### src/common/tlpu_pkg.sv
// Summary of operation
// - fault address register keeps the full 32-bit linear address of the last fault
// - directory base register low 12 bits always read and hold zero
// - directory base write or base-changing task switch flushes every cache entry
// - linear bits 31..22 index the 1024-entry page directory at the base
// - linear bits 21..12 index the 1024-entry page table from the directory
// - physical address is 20-bit frame joined with low 12 linear bits
// - entry bit 0 is present; only present entries translate
// - accessed bit 5 set in directory and table entries before the access
// - dirty bit 6 of table entry set before any write; directory bit 6 unused
// - flag updates are done as bus-locked read-modify-write cycles
// - entry bits 9..11 are never interpreted nor modified by hardware
// - user level: user clear none, user set write clear read-only, both read-write
// - privilege levels 0, 1, 2 are supervisor and bypass page protection
// - effective protection is the numerically smaller of directory and table pairs
// - cache holds 32 table entries, four-way set associative, one 4K page each
// - bits 14..12 pick the set, upper 17 bits compared; read or dirty hit gives physical address with no table access
// - miss reads directory and sets its accessed bit, then reads and updates the table entry, then caches translation
// - not-present directory or table entry raises page fault 14
// - protection violation raises fault 14 and loads the fault address register
// - fault while entering a fault handler raises 14 again, never vector 8
// - page fault is a fault, pointer stays at instruction, 16-bit code given
// - code reports user mode, write direction and protection cause
// - descriptor table access faults report supervisor mode even at level 3
package tlpu_pkg;
    localparam int          TLPU_ENTRIES  = 32;
    localparam int          TLPU_WAYS     = 4;
    localparam int          TLPU_SETS     = TLPU_ENTRIES / TLPU_WAYS;
    localparam int          TLPU_SET_W    = 3;
    localparam int          TLPU_TAG_W    = 20 - TLPU_SET_W;
    localparam int          TLPU_OFS_W    = 12;
    localparam int          TLPU_BIT_P    = 0;
    localparam int          TLPU_BIT_RW   = 1;
    localparam int          TLPU_BIT_US   = 2;
    localparam int          TLPU_BIT_A    = 5;
    localparam int          TLPU_BIT_D    = 6;
    localparam int          TLPU_ERR_P    = 0;
    localparam int          TLPU_ERR_WR   = 1;
    localparam int          TLPU_ERR_US   = 2;
    localparam logic [7:0]  TLPU_VEC_PF   = 8'h0E;
    localparam logic [31:0] TLPU_FLA_RST  = 32'h0000_0000;
    localparam logic [31:0] TLPU_DBA_RST  = 32'h0000_0000;
    localparam logic [1:0]  TLPU_CPL_USER = 2'h3;
endpackage

### src/hw/tlpu_lru.sv
`timescale 1ns/1ps
// pseudo-lru replacement per set; tree of three bits
module tlpu_lru #(
    parameter int SETS = 8
) (
    input  wire logic       mclk_i,
    input  wire logic       rst_b_i,
    input  wire logic       flush_i,
    input  wire logic       touch_i,
    input  wire logic [2:0] tset_i,
    input  wire logic [1:0] tway_i,
    input  wire logic [2:0] qset_i,
    output logic      [1:0] victim_o
);
    logic [2:0] tree_q [SETS];

    always_ff @(posedge mclk_i) begin
        if (!rst_b_i || flush_i) begin
            for (int i = 0; i < SETS; i++) begin
                tree_q[i] <= 3'h0;
            end
        end else if (touch_i) begin
            tree_q[tset_i][0] <= ~tway_i[1];
            if (tway_i[1]) begin
                tree_q[tset_i][2] <= ~tway_i[0];
            end else begin
                tree_q[tset_i][1] <= ~tway_i[0];
            end
        end
    end

    always_comb begin
        victim_o[1] = tree_q[qset_i][0];
        victim_o[0] = tree_q[qset_i][0] ? tree_q[qset_i][2]
                                        : tree_q[qset_i][1];
    end
endmodule

### src/hw/tlpu_top.sv
`timescale 1ns/1ps
module tlpu_top
    import tlpu_pkg::*;
(
    // clock and reset
    input  wire logic        mclk_i,
    input  wire logic        rst_b_i,
    // control register writes
    input  wire logic        dba_wr_i,
    input  wire logic [31:0] dba_wdata_i,
    input  wire logic        task_sw_i,
    input  wire logic        task_ctl_chg_i,
    input  wire logic        fla_wr_i,
    input  wire logic [31:0] fla_wdata_i,
    // request from segmentation unit
    input  wire logic        req_i,
    input  wire logic [31:0] lin_i,
    input  wire logic        write_i,
    input  wire logic [1:0]  cpl_i,
    input  wire logic        desc_acc_i,
    input  wire logic        in_pf_entry_i,
    // memory bus
    input  wire logic        mem_ack_i,
    input  wire logic [31:0] mem_rdata_i,
    output logic             mem_req_o,
    output logic             mem_we_o,
    output logic             mem_lock_o,
    output logic [31:0]      mem_addr_o,
    output logic [31:0]      mem_wdata_o,
    // answer
    output logic             done_o,
    output logic [31:0]      phys_o,
    output logic             fault_o,
    output logic [7:0]       fault_vec_o,
    output logic [15:0]      err_code_o,
    output logic             busy_o,
    // register read-back
    output logic [31:0]      fla_o,
    output logic [31:0]      dba_o
);
    import tlpu_pkg::*;

    typedef enum logic [2:0] {
        S_IDLE = 3'b000,
        S_LOOK = 3'b001,
        S_PDE  = 3'b010,
        S_PDEW = 3'b011,
        S_PTE  = 3'b100,
        S_PTEW = 3'b101,
        S_FILL = 3'b110
    } tlpu_state_type;

    // ------------------------------------------------------------------
    // helpers
    // ------------------------------------------------------------------
    function automatic logic [1:0] rights(input logic [31:0] e);
        return {e[TLPU_BIT_US], e[TLPU_BIT_RW]};
    endfunction

    // user access check on combined rights, supervisor always passes
    function automatic logic allowed(input logic [1:0] r, input logic wr,
                                     input logic [1:0] cpl);
        if (cpl != TLPU_CPL_USER) begin
            return 1'b1;
        end
        return r[1] && (r[0] || !wr);
    endfunction

    function automatic logic [1:0] min2(input logic [1:0] a,
                                        input logic [1:0] b);
        return (a < b) ? a : b;
    endfunction

    // ------------------------------------------------------------------
    // state
    // ------------------------------------------------------------------
    tlpu_state_type st_q;
    logic [31:0]    lin_q;
    logic           wr_q;
    logic [1:0]     cpl_q;
    logic           desc_q;
    logic [31:0]    pde_q;
    logic [31:0]    pte_q;
    logic           flush;

    logic                  v_q   [TLPU_SETS][TLPU_WAYS];
    logic [TLPU_TAG_W-1:0] tag_q [TLPU_SETS][TLPU_WAYS];
    logic [19:0]           frm_q [TLPU_SETS][TLPU_WAYS];
    logic [1:0]            rt_q  [TLPU_SETS][TLPU_WAYS];
    logic                  dty_q [TLPU_SETS][TLPU_WAYS];

    logic [TLPU_SET_W-1:0] set_idx;
    logic [TLPU_TAG_W-1:0] tag_val;
    logic                  hit;
    logic [1:0]            hway;
    logic [1:0]            victim;
    logic                  touch;
    logic [1:0]            touch_way;

    assign set_idx = lin_q[TLPU_OFS_W +: TLPU_SET_W];
    assign tag_val = lin_q[31 -: TLPU_TAG_W];
    assign flush   = dba_wr_i || (task_sw_i && task_ctl_chg_i);

    // ------------------------------------------------------------------
    // control registers
    // ------------------------------------------------------------------
    always_ff @(posedge mclk_i) begin
        if (!rst_b_i) begin
            dba_o <= TLPU_DBA_RST;
        end else if (dba_wr_i) begin
            dba_o <= {dba_wdata_i[31:12], 12'h000};
        end
    end

    logic pf_set;
    assign pf_set = fault_o;

    always_ff @(posedge mclk_i) begin
        if (!rst_b_i) begin
            fla_o <= TLPU_FLA_RST;
        end else if (pf_set) begin
            fla_o <= lin_q;
        end else if (fla_wr_i) begin
            fla_o <= fla_wdata_i;
        end
    end

    // ------------------------------------------------------------------
    // translation cache lookup
    // ------------------------------------------------------------------
    always_comb begin
        hit  = 1'b0;
        hway = 2'h0;
        for (int w = 0; w < TLPU_WAYS; w++) begin
            if (v_q[set_idx][w] && tag_q[set_idx][w] == tag_val) begin
                hit  = 1'b1;
                hway = 2'(w);
            end
        end
    end

    tlpu_lru #(
        .SETS    (TLPU_SETS)
    ) u_lru (
        .mclk_i  (mclk_i),
        .rst_b_i (rst_b_i),
        .flush_i (flush),
        .touch_i (touch),
        .tset_i  (set_idx),
        .tway_i  (touch_way),
        .qset_i  (set_idx),
        .victim_o(victim)
    );

    // a cached write needs a clean-to-dirty walk, so only read or
    // already-dirty hits finish from the cache
    logic hit_ok;
    assign hit_ok = hit && (!wr_q || dty_q[set_idx][hway]);
    assign touch  = (st_q == S_LOOK && hit_ok) || st_q == S_FILL;
    assign touch_way = (st_q == S_FILL) ? victim : hway;

    always_ff @(posedge mclk_i) begin
        if (!rst_b_i || flush) begin
            for (int s = 0; s < TLPU_SETS; s++) begin
                for (int w = 0; w < TLPU_WAYS; w++) begin
                    v_q[s][w] <= 1'b0;
                end
            end
        end else if (st_q == S_FILL) begin
            v_q[set_idx][victim] <= 1'b1;
        end else if (st_q == S_LOOK && hit && !hit_ok) begin
            v_q[set_idx][hway] <= 1'b0;
        end
    end

    always_ff @(posedge mclk_i) begin
        if (st_q == S_FILL) begin
            tag_q[set_idx][victim] <= tag_val;
            frm_q[set_idx][victim] <= pte_q[31:12];
            rt_q[set_idx][victim]  <= min2(rights(pde_q), rights(pte_q));
            dty_q[set_idx][victim] <= pte_q[TLPU_BIT_D];
        end
    end

    // ------------------------------------------------------------------
    // walk sequencer
    // ------------------------------------------------------------------
    logic [1:0] eff_rt;
    logic [1:0] mode_cpl;
    assign eff_rt   = min2(rights(pde_q), rights(mem_rdata_i));
    // descriptor table walks count as supervisor for the error code
    assign mode_cpl = desc_q ? 2'h0 : cpl_q;

    function automatic logic [15:0] ecode(input logic prot, input logic wr,
                                          input logic usr);
        logic [15:0] c;
        c = 16'h0000;
        c[TLPU_ERR_P]  = prot;
        c[TLPU_ERR_WR] = wr;
        c[TLPU_ERR_US] = usr;
        return c;
    endfunction

    always_ff @(posedge mclk_i) begin
        if (!rst_b_i) begin
            st_q        <= S_IDLE;
            lin_q       <= 32'h0000_0000;
            wr_q        <= 1'b0;
            cpl_q       <= 2'h0;
            desc_q      <= 1'b0;
            pde_q       <= 32'h0000_0000;
            pte_q       <= 32'h0000_0000;
            mem_req_o   <= 1'b0;
            mem_we_o    <= 1'b0;
            mem_lock_o  <= 1'b0;
            mem_addr_o  <= 32'h0000_0000;
            mem_wdata_o <= 32'h0000_0000;
            done_o      <= 1'b0;
            phys_o      <= 32'h0000_0000;
            fault_o     <= 1'b0;
            fault_vec_o <= 8'h00;
            err_code_o  <= 16'h0000;
            busy_o      <= 1'b0;
        end else begin
            done_o  <= 1'b0;
            fault_o <= 1'b0;
            unique case (st_q)
                S_IDLE: begin
                    if (req_i) begin
                        lin_q  <= lin_i;
                        wr_q   <= write_i;
                        cpl_q  <= cpl_i;
                        desc_q <= desc_acc_i;
                        busy_o <= 1'b1;
                        st_q   <= S_LOOK;
                    end
                end
                S_LOOK: begin
                    if (hit_ok) begin
                        if (allowed(rt_q[set_idx][hway], wr_q, cpl_q)) begin
                            phys_o <= {frm_q[set_idx][hway],
                                       lin_q[11:0]};
                            done_o <= 1'b1;
                        end else begin
                            fault_o     <= 1'b1;
                            fault_vec_o <= TLPU_VEC_PF;
                            err_code_o  <= ecode(1'b1, wr_q,
                                                 mode_cpl == TLPU_CPL_USER);
                        end
                        busy_o <= 1'b0;
                        st_q   <= S_IDLE;
                    end else begin
                        mem_req_o  <= 1'b1;
                        mem_we_o   <= 1'b0;
                        mem_lock_o <= 1'b1;
                        mem_addr_o <= {dba_o[31:12], lin_q[31:22],
                                       2'b00};
                        st_q       <= S_PDE;
                    end
                end
                S_PDE: begin
                    if (mem_ack_i) begin
                        pde_q <= mem_rdata_i;
                        if (!mem_rdata_i[TLPU_BIT_P]) begin
                            mem_req_o   <= 1'b0;
                            mem_lock_o  <= 1'b0;
                            fault_o     <= 1'b1;
                            fault_vec_o <= TLPU_VEC_PF;
                            err_code_o  <= ecode(1'b0, wr_q,
                                                 mode_cpl == TLPU_CPL_USER);
                            busy_o      <= 1'b0;
                            st_q        <= S_IDLE;
                        end else begin
                            // only bit 5 changes; software bits ride along
                            mem_we_o    <= 1'b1;
                            mem_wdata_o <= mem_rdata_i |
                                           (32'h1 << TLPU_BIT_A);
                            st_q        <= S_PDEW;
                        end
                    end
                end
                S_PDEW: begin
                    if (mem_ack_i) begin
                        mem_we_o   <= 1'b0;
                        mem_addr_o <= {pde_q[31:12], lin_q[21:12],
                                       2'b00};
                        st_q       <= S_PTE;
                    end
                end
                S_PTE: begin
                    if (mem_ack_i) begin
                        pte_q <= mem_rdata_i;
                        if (!mem_rdata_i[TLPU_BIT_P] ||
                            !allowed(eff_rt, wr_q, cpl_q)) begin
                            mem_req_o   <= 1'b0;
                            mem_lock_o  <= 1'b0;
                            fault_o     <= 1'b1;
                            fault_vec_o <= TLPU_VEC_PF;
                            err_code_o  <= ecode(mem_rdata_i[TLPU_BIT_P],
                                                 wr_q,
                                                 mode_cpl == TLPU_CPL_USER);
                            busy_o      <= 1'b0;
                            st_q        <= S_IDLE;
                        end else begin
                            mem_we_o    <= 1'b1;
                            mem_wdata_o <= mem_rdata_i |
                                           (32'h1 << TLPU_BIT_A) |
                                           (32'(wr_q) << TLPU_BIT_D);
                            st_q        <= S_PTEW;
                        end
                    end
                end
                S_PTEW: begin
                    if (mem_ack_i) begin
                        mem_req_o  <= 1'b0;
                        mem_we_o   <= 1'b0;
                        mem_lock_o <= 1'b0;
                        pte_q      <= mem_wdata_o;
                        st_q       <= S_FILL;
                    end
                end
                S_FILL: begin
                    phys_o <= {pte_q[31:12], lin_q[11:0]};
                    done_o <= 1'b1;
                    busy_o <= 1'b0;
                    st_q   <= S_IDLE;
                end
                default: begin
                    st_q <= S_IDLE;
                end
            endcase
        end
    end

    // ------------------------------------------------------------------
    // checks
    // ------------------------------------------------------------------
    a_base_aligned: assert property (@(posedge mclk_i) disable iff (!rst_b_i)
        dba_o[11:0] == 12'h000) else $error("base low bits not zero");

    a_flush_clears: assert property (@(posedge mclk_i) disable iff (!rst_b_i)
        dba_wr_i |=> !hit) else $error("cache hit after flush");

    a_fault_addr: assert property (@(posedge mclk_i) disable iff (!rst_b_i)
        fault_o |=> fla_o == $past(lin_q)) else $error("fault addr wrong");

    a_fault_vector: assert property (@(posedge mclk_i) disable iff (!rst_b_i)
        fault_o |-> fault_vec_o == 8'h0E) else $error("bad vector");

    a_code_high_zero: assert property (@(posedge mclk_i)
        disable iff (!rst_b_i)
        fault_o |-> err_code_o[15:3] == 13'h0000) else $error("code high");

    a_lock_rmw: assert property (@(posedge mclk_i) disable iff (!rst_b_i)
        (mem_req_o && mem_we_o) |-> mem_lock_o) else $error("unlocked rmw");

    a_acc_set: assert property (@(posedge mclk_i) disable iff (!rst_b_i)
        (mem_req_o && mem_we_o) |-> mem_wdata_o[5]) else $error("no accessed");

    a_sup_pass: assert property (@(posedge mclk_i) disable iff (!rst_b_i)
        (st_q == S_LOOK && hit_ok && cpl_q != 2'h3) |=> done_o)
        else $error("supervisor blocked");

    a_phys_join: assert property (@(posedge mclk_i) disable iff (!rst_b_i)
        done_o |-> phys_o[11:0] == lin_q[11:0]) else $error("offset");
endmodule
### config.mk
export PLATFORM = sky130hd
export DESIGN_NAME = tlpu_top
export DESIGN_NICKNAME = d
export VERILOG_FILES = /design/src/common/tlpu_pkg.sv /design/src/hw/tlpu_lru.sv /design/src/hw/tlpu_top.sv
export SDC_FILE = /design/constraint.sdc
export NUM_CORES = 2
export LEC_CHECK = 0
export ABC_AREA = 1
export BUFFER_PORTS_ARGS = -buffer_cell sky130_fd_sc_hd__buf_4
export CAP_MARGIN = 20
export CORE_AREA = 2 2 376 452
export CTS_CLUSTER_DIAMETER = 100
export DETAILED_ROUTE_END_ITERATION = 10
export DIE_AREA = 0 0 378 454
export MAX_ROUTING_LAYER = met4
export PLACE_DENSITY = 0.52
export SLEW_MARGIN = 10
export SYNTH_ARGS = -nofsm -noshare
export SYNTH_HDL_FRONTEND = slang
export SYNTH_SLANG_ARGS = --single-unit
### constraint.sdc
create_clock -name mclk_i -period 5.3 [get_ports mclk_i]
set_input_delay 1.06 -clock mclk_i [delete_from_list [all_inputs] [get_ports mclk_i]]
set_output_delay 1.06 -clock mclk_i [all_outputs]
set_load 0.02 [all_outputs]
==> flow_metrics.py <==
metrics = {
    "grt": {
        "grt_pass1_vias": 45300,
        "grt_pass1_wl_um": 311000,
        "grt_antenna_before_repair": 6,
        "grt_max_degree": 225,
        "overflow": 0,
        "grtUsageTotal_pct": 25.5,
    },
    "placed_design": {
        "dp.cells": 8591,
        "io_buffer_count": 284,
        "gp_congestion": 0.897,
        "hpwlAfterDp_um": 125000,
    },
    "setup_path": {
        "path_max_fanout": 158,
        "cp_data_arrival_time_ns": 5.55,
        "crit_type": "flop to flop",
        "cp-start-kind": "flop",
        "cp-end-kind": "flop",
        "critPathRequiredTime_ns": 5.82,
    },
    "clock_network": {
        "cts_tree": "yes",
        "post-cts-setup-buffers": 0,
        "cts_inserted_buffers": 169,
        "clockBufferDepth": 3,
        "cts_resized": 0,
        "holdBufCountCts": 0,
        "clk_root_buffer_cell": "clkbuf_16",
        "clk_pin_slew_worst_paths_ns": 0.06,
        "cts.sinks": 1578,
        "htree_levels": 4,
        "clock_latency_ns": 0.81,
    },
    "worst_hold_path": {
        "hp-class": "flop to flop",
    },
    "cells_and_area": {
        "final_layout_size_suffix_gt1_share_pct": 11.8,
        "regArea_um2": 45000,
        "fill_cells": 15700,
        "stdcell_count": 8912,
        "multiInputGateArea_um2": 18300,
        "layout.nets": 6655,
        "area_delta_synth_final_pct": 15.5,
    },
    "sta": {
        "setup_tns_ns": 0,
        "timing.final.hold_violations": 0,
        "setup_viol": 0,
        "fin_worst_skew_ns": 0.0269,
        "worst_pin_slew_ns": 1.15,
        "finalCritPeriodShare_pct": 95.0,
        "slew_headroom_pct": 23.1,
        "fmax_mhz": 199,
        "period_needed_ns": 5.04,
        "slew_viol_final": 0,
        "rsz0062_at_grt": "no",
    },
    "power": {
        "share_comb_of_total_power_pct": 23.3,
        "pwr-share-clk_pct": 35.1,
        "ir_drop_v": 0.000383,
        "intPower_mw": 23.2,
        "p_leak_nw": 28.9,
        "power_density_nw_per_um2": 447,
        "p_sw_share_pct": 32.5,
        "power_frac_seq_pct": 41.6,
        "power.switching_mw": 11.2,
    },
    "logic_synthesis": {
        "yosysMostFrequentCell": "edfxtp_1",
        "synth_common_cells": "edfxtp_1 (1,336), nand2_1 (1,317), nor2_1 (833)",
        "syn-cell-area_um2": 66600,
        "synth_top_cell_by_area": "edfxtp_1",
        "synthFlopType": "edfxtp_1",
        "yosysWarnings": 0,
        "ys_seq_elements": 1578,
        "ys_top_cells_by_area": "edfxtp_1 (60%), nand2_1 (7.4%), dfxtp_1 (7.3%)",
        "ys_types": 50,
        "synth_top_area_share_pct": 60.2,
        "seq_area_frac_synth_pct": 67.5,
        "netlist_instances": 6287,
        "synth_edf_count": 1336,
        "syn_avg_cell_area_um2": 10.6,
        "async_flop_share_pct": 0,
    },
    "drt": {
        "vias": 48100,
        "drc": 0,
        "wl_um": 217000,
        "dr.pass1.iters": 6,
        "post_drt_via_cell_ratio": 5.40,
        "ant_nets": 0,
        "wl_per_cell_um": 24.3,
        "drt-initial-drc-count": 4353,
    },
    "floorplanning": {
        "initial_core_util_pct": 39.7,
        "dieHeight_um": 454,
        "rows": 165,
        "ios": 331,
        "core_area_um2": 168000,
        "dieArea_um2": 172000,
        "die_w_um": 378,
    },
    "job": {
        "cap_violations": 0,
    },
    "run_status": {
        "status": "completed",
    },
}
final timing paths:
path / startpoint / end / slack [ns] / depth (start not counted)
max: flop / v_q[5][1] / 0.26 / 22
min: pde_q[19] / pde_q[19] / 0.45 / 2
max reg2reg: flop / v_q[5][1] / 0.26 / 22
min reg2reg: pde_q[19] / pde_q[19] / 0.45 / 2
registers in the layout (all words and copies together), names as in the netlist, 30 cells and up, named ones only:
register and flops:
phys_o 32, lin_q 32, mem_addr_o 30, v_q 32, tag_q 544, fla_o 32
rt_q 64, mem_wdata_o 32, dty_q 32, frm_q 640
cell usage in the layout, fill, tap and decap left out, drive strengths merged, types with 2 or more instances in the layout:
| cell | n |
|---|---|
| a211oi | 2 |
| a21oi | 270 |
| a221oi | 38 |
| a32o | 9 |
| buf | 452 |
| bufinv | 17 |
| clkbuf | 237 |
| clkinv | 54 |
| clkinvlp | 2 |
| conb | 32 |
| dfxtp | 242 |
| diode | 4 |
| edfxtp | 1336 |
| ha | 4 |
| inv | 401 |
| nand2 | 1328 |
| nand3 | 463 |
| nand3b | 2 |
| nand4 | 24 |
| nor2 | 841 |
| nor3 | 22 |
| o2111ai | 19 |
| o211ai | 50 |
| o21a | 9 |
| o21ai | 594 |
| o221ai | 98 |
| o22ai | 85 |
| o311ai | 3 |
| o31ai | 3 |
| or2 | 4 |
| or3 | 6 |
| xor2 | 2 |
cells by family (layout without fill, tap and decap cells):
kind of cell               after synthesis  count (layout)  share of synthesized area (%)
AOI/OAI and AO/OA                     1182            1182                           10.3
xor gates and xnor gates                 2               2                         0.0263
adders and majority gates                4               4                         0.0752
buffers and inverters                  827            1163                           5.58
DFF                                   1578            1578                           67.5
other                                    1              36                        0.00563
and+or+nand+nor                       2693            2693                           16.5
power by group through the flow:
stage / combinational [mW] / sequential [mW] / clock (mW)
after floorplan: 5.03 / 14.7 / 0
after global placement: 7.94 / 14.6 / 0
after detailed placement: 7.99 / 14.6 / 0
after CTS: 8.01 / 14.3 / 12.2
after global routing: 8.77 / 14.3 / 12.7
final: 8.00 / 14.3 / 12.1
stage by stage:
| step | worst slack (ns) | hold WS (ns) | util (%) | cell area [um^2] | total power, mW |
|---|---|---|---|---|---|
| final | 0.264 | 0.451 | 45.9 | 76900 | 34.4 |
| after floorplan | 1.03 | 0.425 | - | 66700 | 19.7 |
| after global placement | 0.436 | 0.436 | 42.5 | 71200 | 22.5 |
| after CTS | 0.398 | 0.418 | 45.8 | 76800 | 34.5 |
| after detailed placement | 0.410 | 0.444 | 42.5 | 71200 | 22.5 |
| after global routing | 0.0710 | 0.454 | 45.9 | 76900 | 35.8 |
critical path, stage by stage (launching register included):
cell	delay (ns)
dfxtp_4	0.64
inv_16	0.28
buf_4	0.38
nand2_1	0.07
nand2_1	0.04
nand2_1	0.05
nand3_1	0.12
nand3_1	0.18
nand2_1	0.07
nor2_1	0.13
nand2_2	0.11
nor2_8	0.30
nand3_4	0.39
o21ai_1	0.19
inv_1	0.05
nand2_1	0.21
inv_2	0.10
nand2_2	0.10
and3_1	0.39
nand4_4	0.30
nand2_2	0.25
nand2_1	0.08
nand2_1	0.07
per-layer routing:
layer | global-route usage [%] | up-vias | routed length (um)
met1 | 32.6 | 24000 | 90400
met5 | - | - | 0
li1 | - | 22300 | -
met4 | 8.39 | 0 | 6870
met2 | 42.3 | 1503 | 108000
met3 | 2.90 | 363 | 11600
layout make-up:
cell class,instances,share of cell area [%]
diodes,4,0.0130
repair buffers,452,4.76
multi-input cells,3913,23.8
inverters,396,1.98
clock inverters,78,1.21
well taps,2254,3.67
clock buffers,237,6.11
flip-flops and latches,1578,58.5
No activity file was read; power rests on OpenSTA's default activity.
